**config.mk**
```make
export PLATFORM = sky130hd
export DESIGN_NAME = sbw_cmd
export DESIGN_NICKNAME = d
export VERILOG_FILES = /design/src/sbw_pkg.sv /design/src/sbw_cmd.sv
export SDC_FILE = /design/constraint.sdc
export NUM_CORES = 2
export LEC_CHECK = 0
export BUFFER_PORTS_ARGS = -buffer_cell sky130_fd_sc_hd__buf_2
export CORE_ASPECT_RATIO = 0.75
export CORE_UTILIZATION = 35
export CTS_CLUSTER_DIAMETER = 30
export DETAILED_ROUTE_END_ITERATION = 12
export GPL_TIMING_DRIVEN = 1
export PLACE_DENSITY = 0.52
export SYNTH_ARGS = -nofsm -noshare
export SYNTH_HDL_FRONTEND = slang
export SYNTH_SLANG_ARGS = --single-unit
```
**constraint.sdc**
```tcl
create_clock -name sys_clk -period 4 [get_ports sys_clk]
set_input_delay 0.2 -clock sys_clk [delete_from_list [all_inputs] [get_ports sys_clk]]
set_output_delay 0.2 -clock sys_clk [all_outputs]
set_load 0.05 [all_outputs]
```
**src/sbw_pkg.sv**
```systemverilog
// constants shared by the standby and buffer-write command block
package sbw_pkg;
  // ==========================================================
  // command codes
  localparam logic [7:0] SBW_OP_STBY_IMM_A = 8'he0;
  localparam logic [7:0] SBW_OP_STBY_IMM_B = 8'h94;
  localparam logic [7:0] SBW_OP_BUF_WR     = 8'he8;
  localparam logic [7:0] SBW_OP_BUF_WR_DMA = 8'heb;
  localparam logic [7:0] SBW_OP_BUF_RD     = 8'he4;
  // ==========================================================
  // status field positions
  localparam int SBW_ST_BSY = 7;
  localparam int SBW_ST_RDY = 6;
  localparam int SBW_ST_DF  = 5;
  localparam int SBW_ST_DSC = 4;
  localparam int SBW_ST_DRQ = 3;
  localparam int SBW_ST_COR = 2;
  localparam int SBW_ST_IDX = 1;
  localparam int SBW_ST_ERR = 0;
  // error field positions
  localparam int SBW_ER_ABT = 2;
  // ==========================================================
  // reset values
  localparam logic [7:0] SBW_STATUS_RST = 8'h50;
  localparam logic [7:0] SBW_ERROR_RST  = 8'h00;
  // ==========================================================
  // buffer geometry: one 512-byte sector of 16-bit words
  localparam int            SBW_PTR_W     = 8;
  localparam logic [8:0]    SBW_SECT_WORDS = 9'h100;
  localparam int            SBW_BUF_DEPTH = 256;
  // ==========================================================
  // power conditions shown to the power manager
  localparam logic [1:0] SBW_PWR_ACTIVE    = 2'h0;
  localparam logic [1:0] SBW_PWR_STANDBY   = 2'h1;
  localparam logic [1:0] SBW_PWR_STANDBY_Z = 2'h2;
endpackage

```
**src/sbw_cmd.sv**
```systemverilog
// standby-immediate and sector buffer write/read command handler
// Behaviour
// - standby-immediate codes enter standby at once
// - standby stops spindle, interface stays alive
// - spindle already stopped: skip spin-down
// - standby commands accepted, spindle ones wait spin-up
// - standby-immediate leaves power-down timeout untouched
// - extended power enabled: enter Standby_Z instead
// - buffer write takes one PIO sector into buffer
// - data moves as 16-bit words, one per transfer
// - write and read share same 512-byte region
// - DMA buffer write stores one sector likewise
`timescale 1ns/100ps
module sbw_cmd
  import sbw_pkg::*;
(
  // clock and reset
  input  wire logic        sys_clk,
  input  wire logic        rst,
  // command register
  input  wire logic        cmd_valid,
  input  wire logic [7:0]  cmd_code,
  input  wire logic        cmd_media,
  input  wire logic        cmd_abort,
  input  wire logic        epc_enable,
  // data register, pio and dma
  input  wire logic        pio_wr_stb,
  input  wire logic        pio_rd_stb,
  input  wire logic        dma_wr_stb,
  input  wire logic [15:0] wr_data,
  output logic      [15:0] rd_data,
  // spindle motor
  input  wire logic        spindle_at_speed,
  output logic             spindle_run,
  // results
  output logic      [7:0]  command_status_flags,
  output logic      [7:0]  command_error_flags,
  output logic             dma_request,
  output logic      [1:0]  power_state,
  output logic             ext_cmd_go,
  output logic             cmd_done
);

  // ==========================================================
  // state
  typedef enum logic [2:0] {
    SBW_IDLE, SBW_SPIN_DOWN, SBW_PIO_WR, SBW_DMA_WR, SBW_PIO_RD, SBW_SPIN_UP
  } sbw_state_type;

  sbw_state_type   state_reg;                  // command sequencer
  logic [15:0]     buf_mem [SBW_BUF_DEPTH];    // one sector of words
  logic [SBW_PTR_W-1:0] ptr_reg;               // word pointer into sector
  logic [8:0]      left_reg;                   // words still to move
  logic            at_s1_reg;                  // synchroniser stage 1
  logic            at_s2_reg;                  // synchroniser stage 2
  logic            at_s3_reg;                  // synchroniser stage 3
  logic            at_speed_reg;               // filtered spindle speed
  logic [15:0]     rd_data_reg;
  logic            spin_reg;
  logic [7:0]      status_reg;
  logic [7:0]      error_reg;
  logic            dmarq_reg;
  logic [1:0]      pwr_reg;
  logic            go_reg;
  logic            done_reg;

  // ==========================================================
  // decode
  wire is_stby   = (cmd_code == SBW_OP_STBY_IMM_A) || (cmd_code == SBW_OP_STBY_IMM_B);
  wire is_wr     = (cmd_code == SBW_OP_BUF_WR);
  wire is_wr_dma = (cmd_code == SBW_OP_BUF_WR_DMA);
  wire is_rd     = (cmd_code == SBW_OP_BUF_RD);
  wire take      = cmd_valid && (state_reg == SBW_IDLE);
  wire spun_down = !spin_reg && !at_speed_reg;
  wire need_spin = cmd_media && !at_speed_reg;
  wire last_word = (left_reg == 9'h001);
  wire wr_beat   = ((state_reg == SBW_PIO_WR) && pio_wr_stb) ||
                   ((state_reg == SBW_DMA_WR) && dma_wr_stb);
  wire rd_beat   = (state_reg == SBW_PIO_RD) && pio_rd_stb;
  // full two-bit select: a one-bit wire here would keep only the low bit and turn Standby_Z into Active
  wire [1:0] stby_code = epc_enable ? SBW_PWR_STANDBY_Z : SBW_PWR_STANDBY;

  // status words: fault and corrected always zero, busy set only in busy_status
  wire [7:0] ok_status   = (8'h01 << SBW_ST_RDY) | (8'h01 << SBW_ST_DSC);
  wire [7:0] busy_status = (8'h01 << SBW_ST_BSY);
  wire [7:0] drq_status  = (8'h01 << SBW_ST_RDY) | (8'h01 << SBW_ST_DRQ);
  wire [7:0] abt_status  = (8'h01 << SBW_ST_RDY) | (8'h01 << SBW_ST_ERR);
  wire [7:0] abt_error   = (8'h01 << SBW_ER_ABT);

  // ==========================================================
  // spindle speed input: three flops, change once 2 and 3 agree
  always_ff @(posedge sys_clk) begin
    if (rst) begin
      at_s1_reg    <= 1'b0;
      at_s2_reg    <= 1'b0;
      at_s3_reg    <= 1'b0;
      at_speed_reg <= 1'b0;
    end else begin
      at_s1_reg <= spindle_at_speed;
      at_s2_reg <= at_s1_reg;
      at_s3_reg <= at_s2_reg;
      if (at_s2_reg == at_s3_reg) begin
        at_speed_reg <= at_s3_reg;
      end
    end
  end

  // ==========================================================
  // sector buffer array; no reset, content is data only
  always_ff @(posedge sys_clk) begin
    if (wr_beat) begin
      buf_mem[ptr_reg] <= wr_data;
    end
  end

  // ==========================================================
  // word pointer: every buffer command restarts at word zero
  always_ff @(posedge sys_clk) begin
    if (rst) begin
      ptr_reg  <= '0;
      left_reg <= '0;
    end else if (take && (is_wr || is_wr_dma || is_rd)) begin
      ptr_reg  <= '0;
      left_reg <= SBW_SECT_WORDS;
    end else if (wr_beat || rd_beat) begin
      ptr_reg  <= ptr_reg + 8'h01;
      left_reg <= left_reg - 9'h001;
    end
  end

  // read data: word captured on the host's read strobe
  always_ff @(posedge sys_clk) begin
    if (rst) begin
      rd_data_reg <= '0;
    end else if (rd_beat) begin
      rd_data_reg <= buf_mem[ptr_reg];
    end
  end

  // ==========================================================
  // command sequencer
  // the power-down timeout lives elsewhere and is never written here
  always_ff @(posedge sys_clk) begin
    if (rst) begin
      state_reg  <= SBW_IDLE;
      spin_reg   <= 1'b0;
      status_reg <= SBW_STATUS_RST;
      error_reg  <= SBW_ERROR_RST;
      dmarq_reg  <= 1'b0;
      pwr_reg    <= SBW_PWR_STANDBY;
      go_reg     <= 1'b0;
      done_reg   <= 1'b0;
    end else begin
      go_reg   <= 1'b0;
      done_reg <= 1'b0;
      unique case (state_reg)
        SBW_IDLE: begin
          if (take && is_stby) begin
            // no timer is consulted: enter at once
            pwr_reg   <= stby_code;
            spin_reg  <= 1'b0;
            if (spun_down) begin
              status_reg <= ok_status;
              error_reg  <= '0;
              done_reg   <= 1'b1;
            end else begin
              status_reg <= busy_status;
              state_reg  <= SBW_SPIN_DOWN;
            end
          end else if (take && is_wr) begin
            status_reg <= drq_status;
            error_reg  <= '0;
            state_reg  <= SBW_PIO_WR;
          end else if (take && is_wr_dma) begin
            status_reg <= busy_status;
            error_reg  <= '0;
            dmarq_reg  <= 1'b1;
            state_reg  <= SBW_DMA_WR;
          end else if (take && is_rd) begin
            status_reg <= drq_status;
            error_reg  <= '0;
            state_reg  <= SBW_PIO_RD;
          end else if (take && need_spin) begin
            // standby still answers; media commands wait for speed
            spin_reg   <= 1'b1;
            status_reg <= busy_status;
            state_reg  <= SBW_SPIN_UP;
          end else if (take) begin
            go_reg <= 1'b1;
          end
        end
        SBW_SPIN_DOWN: begin
          // wait for the motor to report it has left speed
          if (!at_speed_reg) begin
            status_reg <= ok_status;
            error_reg  <= '0;
            done_reg   <= 1'b1;
            state_reg  <= SBW_IDLE;
          end
        end
        SBW_SPIN_UP: begin
          if (at_speed_reg) begin
            pwr_reg    <= SBW_PWR_ACTIVE;
            status_reg <= ok_status;
            go_reg     <= 1'b1;
            state_reg  <= SBW_IDLE;
          end
        end
        SBW_PIO_WR, SBW_DMA_WR, SBW_PIO_RD: begin
          // abort wins over a final beat in the same cycle
          if (cmd_abort) begin
            status_reg <= abt_status;
            error_reg  <= abt_error;
            dmarq_reg  <= 1'b0;
            done_reg   <= 1'b1;
            state_reg  <= SBW_IDLE;
          end else if ((wr_beat || rd_beat) && last_word) begin
            status_reg <= ok_status;
            error_reg  <= '0;
            dmarq_reg  <= 1'b0;
            done_reg   <= 1'b1;
            state_reg  <= SBW_IDLE;
          end
        end
      endcase
    end
  end

  // ==========================================================
  // outputs straight from flops
  assign rd_data              = rd_data_reg;
  assign spindle_run          = spin_reg;
  assign command_status_flags = status_reg;
  assign command_error_flags  = error_reg;
  assign dma_request          = dmarq_reg;
  assign power_state          = pwr_reg;
  assign ext_cmd_go           = go_reg;
  assign cmd_done             = done_reg;

endmodule

```
==> run_results.csv <==
group,metric,value,unit
cts,numClockSinks,4148,
worst_setup_path,cpMostUsedCell,"sky130_fd_sc_hd__buf_4",
floorplanning,design.die.area,460000,um2
grt,initial_antenna_violation_count,34,
worst_setup_path,kind_of_end_point_of_the_critical_path,"register",
worst_setup_path,cp_cell_sequence,"buf_12 > buf_4 > mux4_2 > nand2_1 > a32o_1 > o21ai_1 > buf_4 > nand3_1 > a2111oi_1 > clkdlybuf4s18_2 > buf_4 > a21o_1",
drt,avgViaCountPerCell,5.57,
worst_hold_path,hp-class,"in2reg",
timing,timing.final.crit_share,100,%
timing,max_freq,250,MHz
drt,total_length_of_routed_wires,490,mm
worst_setup_path,timing_worst_setup_path_type,"reg2reg",
logic_synthesis,async_flop_share,0,%
worst_setup_path,crit_arrival,4.93,ns
floorplanning,floorplan.die.height,588,um
logic_synthesis,mappedNetlistArea,160000,um2
finish,fillerInstances,38900,
logic_synthesis,ys_seq_elements,4148,
finish,design_area,195000,um2
run_status,run_status,"finished, violations left",
logic_synthesis,synth.yosys.warnings,0,
floorplanning,core_area,454000,um2
drt,route.detailed.wl_per_inst,33.1,um
timing,period_minus_slack,4.01,ns
drt,post-route-drc-count,0,
logic_synthesis,yosys.cell_types.count,76,
timing,report.final.hold_viol_count,0,
floorplanning,ios,72,
timing,worst_slack,-0.00647,ns
finish,layout_common_cells,"sky130_fd_sc_hd__edfxtp_1, sky130_fd_sc_hd__mux4_2, sky130_fd_sc_hd__clkbuf_16",
logic_synthesis,gate_count_after_technology_mapping,7217,
worst_setup_path,critical_path.n_buffers_inverters,5,
cts,clock_buffers_created_by_tritoncts,614,
power,power.leakage,61.1,nW
worst_setup_path,worst_ep_required_time,4.93,ns
floorplanning,initial_core_util,35.2,%
run_status,failed_checks,"max-capacitance violations, max-slew violations, negative setup slack",
logic_synthesis,synth-main-ff-cell,"sky130_fd_sc_hd__edfxtp_1",
placed_design,hpwl,299,mm
worst_setup_path,reg2reg_depth,12,
drt,first_iter_violations,11400,
drt,via_count,82500,
finish,multi_input_area,34200,um2
cts,clock_tree_from_tritoncts,"done",
grt,track_usage,20.9,%
drt,ant_nets,0,
finish,largest_register_ffs,4096,
cts,clock_insertion_delay_worst_skew,0.98,ns
timing,timing.final.max_slew_violations,49,
grt,grt_max_degree,142,
grt,grt_pass1_vias,82000,
finish,area_growth_from_synthesis_to_layout,21.8,%
finish,nets,8261,
placed_design,placed_cells_incl_taps,13600,
worst_setup_path,startpoint_type,"register",
worst_hold_path,min_path_cells,5,
floorplanning,cell_rows,214,
cts,postCtsSetupBuffers,0,
worst_setup_path,critPathMaxFanout,15,
placed_design,area_after_dpl,173000,um2
finish,layout_commonest_cell,"sky130_fd_sc_hd__edfxtp_1",
run,max_cap_violations,1,
finish,area.sequential,124000,um2
timing,worst_slew_pin_slew,1.59,ns
cts,htree_levels,6,
floorplanning,die_width,783,um
power,cellPowerDensity,570,nW/um2
placed_design,routabilityCongestion,0.858,
cts,clockBufferDepth,4,
logic_synthesis,synth_seq_area_share,77.5,%
logic_synthesis,number_of_flops_mapped_to_enable_cells_by_yosys,4096,
cts,clk_pin_slew_worst_paths,0.05,ns
timing,timing.clock.skew,0.0885,ns
finish,drive_gt1_share,35.7,%
logic_synthesis,syn_avg_cell_area,22.2,um2
placed_design,portBuffers,61,
timing,relative_slew_slack,-5.99,%
grt,globalRoute.totalOverflow,0,
cts,clockRootBuffer,"sky130_fd_sc_hd__clkbuf_16",
grt,grt_pass1_wl,676,mm
power,vdd_ir_drop_max,0.380,mV
worst_setup_path,crit_cells,12,
worst_setup_path,crit_slowest_cell,"sky130_fd_sc_hd__o21ai_1",
timing,grt_setup_unrepaired,"false",
timing,setup_viol_count_final,1,
finish,final_cell_count_no_fill,14800,
drt,drt_pass_1_iters,6,
worst_setup_path,slowest_delay,0.70,ns
worst_setup_path,path_delay_family,"compound AO/OA/AOI/OAI gates",
-- cell type report --
| type | instances | area share (%) |
|---|---|---|
| antenna | 16 | 0.0205 |
| clock buffer | 685 | 8.26 |
| clock inverter | 444 | 2.59 |
| inverter | 11 | 0.0263 |
| multi-input combinational | 2633 | 17.5 |
| sequential | 4148 | 63.7 |
| tap | 6048 | 3.88 |
| timing repair buffer | 813 | 4.01 |
-- metrics by stage --
stage / setup TNS, ns / utilization (%) / hold WS, ns / power (mW) / setup WS [ns]
2_1_floorplan: 0 / - / 0.299 / 53.9 / 0.535
4_1_cts: 0 / 42.9 / 0.0430 / 112 / 0.0367
3_5_place_dp: -0.541 / 38.1 / 0.437 / 57.1 / -0.488
3_3_place_gp: -1.23 / 38.1 / 0.425 / 57.0 / -0.775
5_1_grt: 0 / 42.9 / 0.106 / 114 / 0.00394
6_report: -0.00647 / 42.9 / 0.115 / 111 / -0.00647
-- routing by layer --
metal / GRT usage [%] / routed length, um
met1: 31.3 / 212000
met2: 30.9 / 217000
met3: 4.71 / 47400
met4: 5.67 / 13600
met5: 0 / 50
-- report_power, final --
group | total (mW) | switching [mW] | internal, mW
logic | 8.11 | 4.55 | 3.56
clock network | 54.9 | 20.6 | 34.4
registers | 48.1 | 0.182 | 47.9
total | 111 | 25.3 | 85.8
-- worst paths after layout --
path              slack, ns   startpoint          end
setup / recovery     -0.006   ptr_reg[0]  rd_data[11]
hold / removal         0.12  cmd_code[4]  left_reg[8]
hold reg to reg        0.46    at_s1_reg    at_s2_reg
setup reg to reg     -0.006   ptr_reg[0]  rd_data[11]
-- what timing repair did --
action / 4_1_cts / 5_1_grt
gates resized for setup: 3 / 2
hold buffers: 44 / 0
setup endpoints to repair: 2 / 2
hold endpoints to repair: 1127 / 0
-- worst min-delay path: stages --
cell and delay [ns]:
sky130_fd_sc_hd__buf_2 0.10, sky130_fd_sc_hd__and3b_1 0.21, sky130_fd_sc_hd__and3_1 0.22, sky130_fd_sc_hd__o21ai_0 0.16, sky130_fd_sc_hd__a21oi_1 0.09
-- logic make-up after synthesis --
kind of cell	count (synthesis)	synth area share [%]
AO/OA/AOI/OAI	398	1.80
flip-flops	4148	77.5
multiplexers	1300	16.5
adder cells (fa/ha/maj)	6	0.0469
AND/OR/NAND/NOR	905	2.50
buffers and inverters	445	1.57
other	1	0.00234
XOR/XNOR	14	0.0766
-- cells in the mapped netlist (all sizes together), types with 4 or more instances --
cell / number / share of area (%)
o21ai: 47 / 0.15
nor2: 326 / 0.77
mux2: 8 / 0.056
a21oi: 64 / 0.20
mux2i: 223 / 1.4
a22o: 6 / 0.033
a221oi: 6 / 0.033
nand2: 318 / 0.75
a311oi: 8 / 0.044
dfxtp: 52 / 0.65
a211oi: 24 / 0.11
inv: 10 / 0.023
o211ai: 15 / 0.070
edfxtp: 4096 / 77
xnor2: 8 / 0.044
nand3: 76 / 0.24
mux4: 1069 / 15
nand2b: 12 / 0.047
a22oi: 57 / 0.27
and4: 6 / 0.033
clkbuf: 154 / 0.36
o311ai: 4 / 0.022
a2111oi: 6 / 0.037
nor3: 39 / 0.13
nor2b: 45 / 0.18
xor2: 6 / 0.033
nand4: 22 / 0.086
and3: 11 / 0.043
a32o: 31 / 0.19
ha: 6 / 0.047
buf: 280 / 1.2
o21a: 4 / 0.019
o22ai: 32 / 0.13
a32oi: 51 / 0.28
and2: 7 / 0.027
a21o: 4 / 0.019
nor4: 15 / 0.059
a31oi: 15 / 0.059
(Power assumes the default switching activity.)
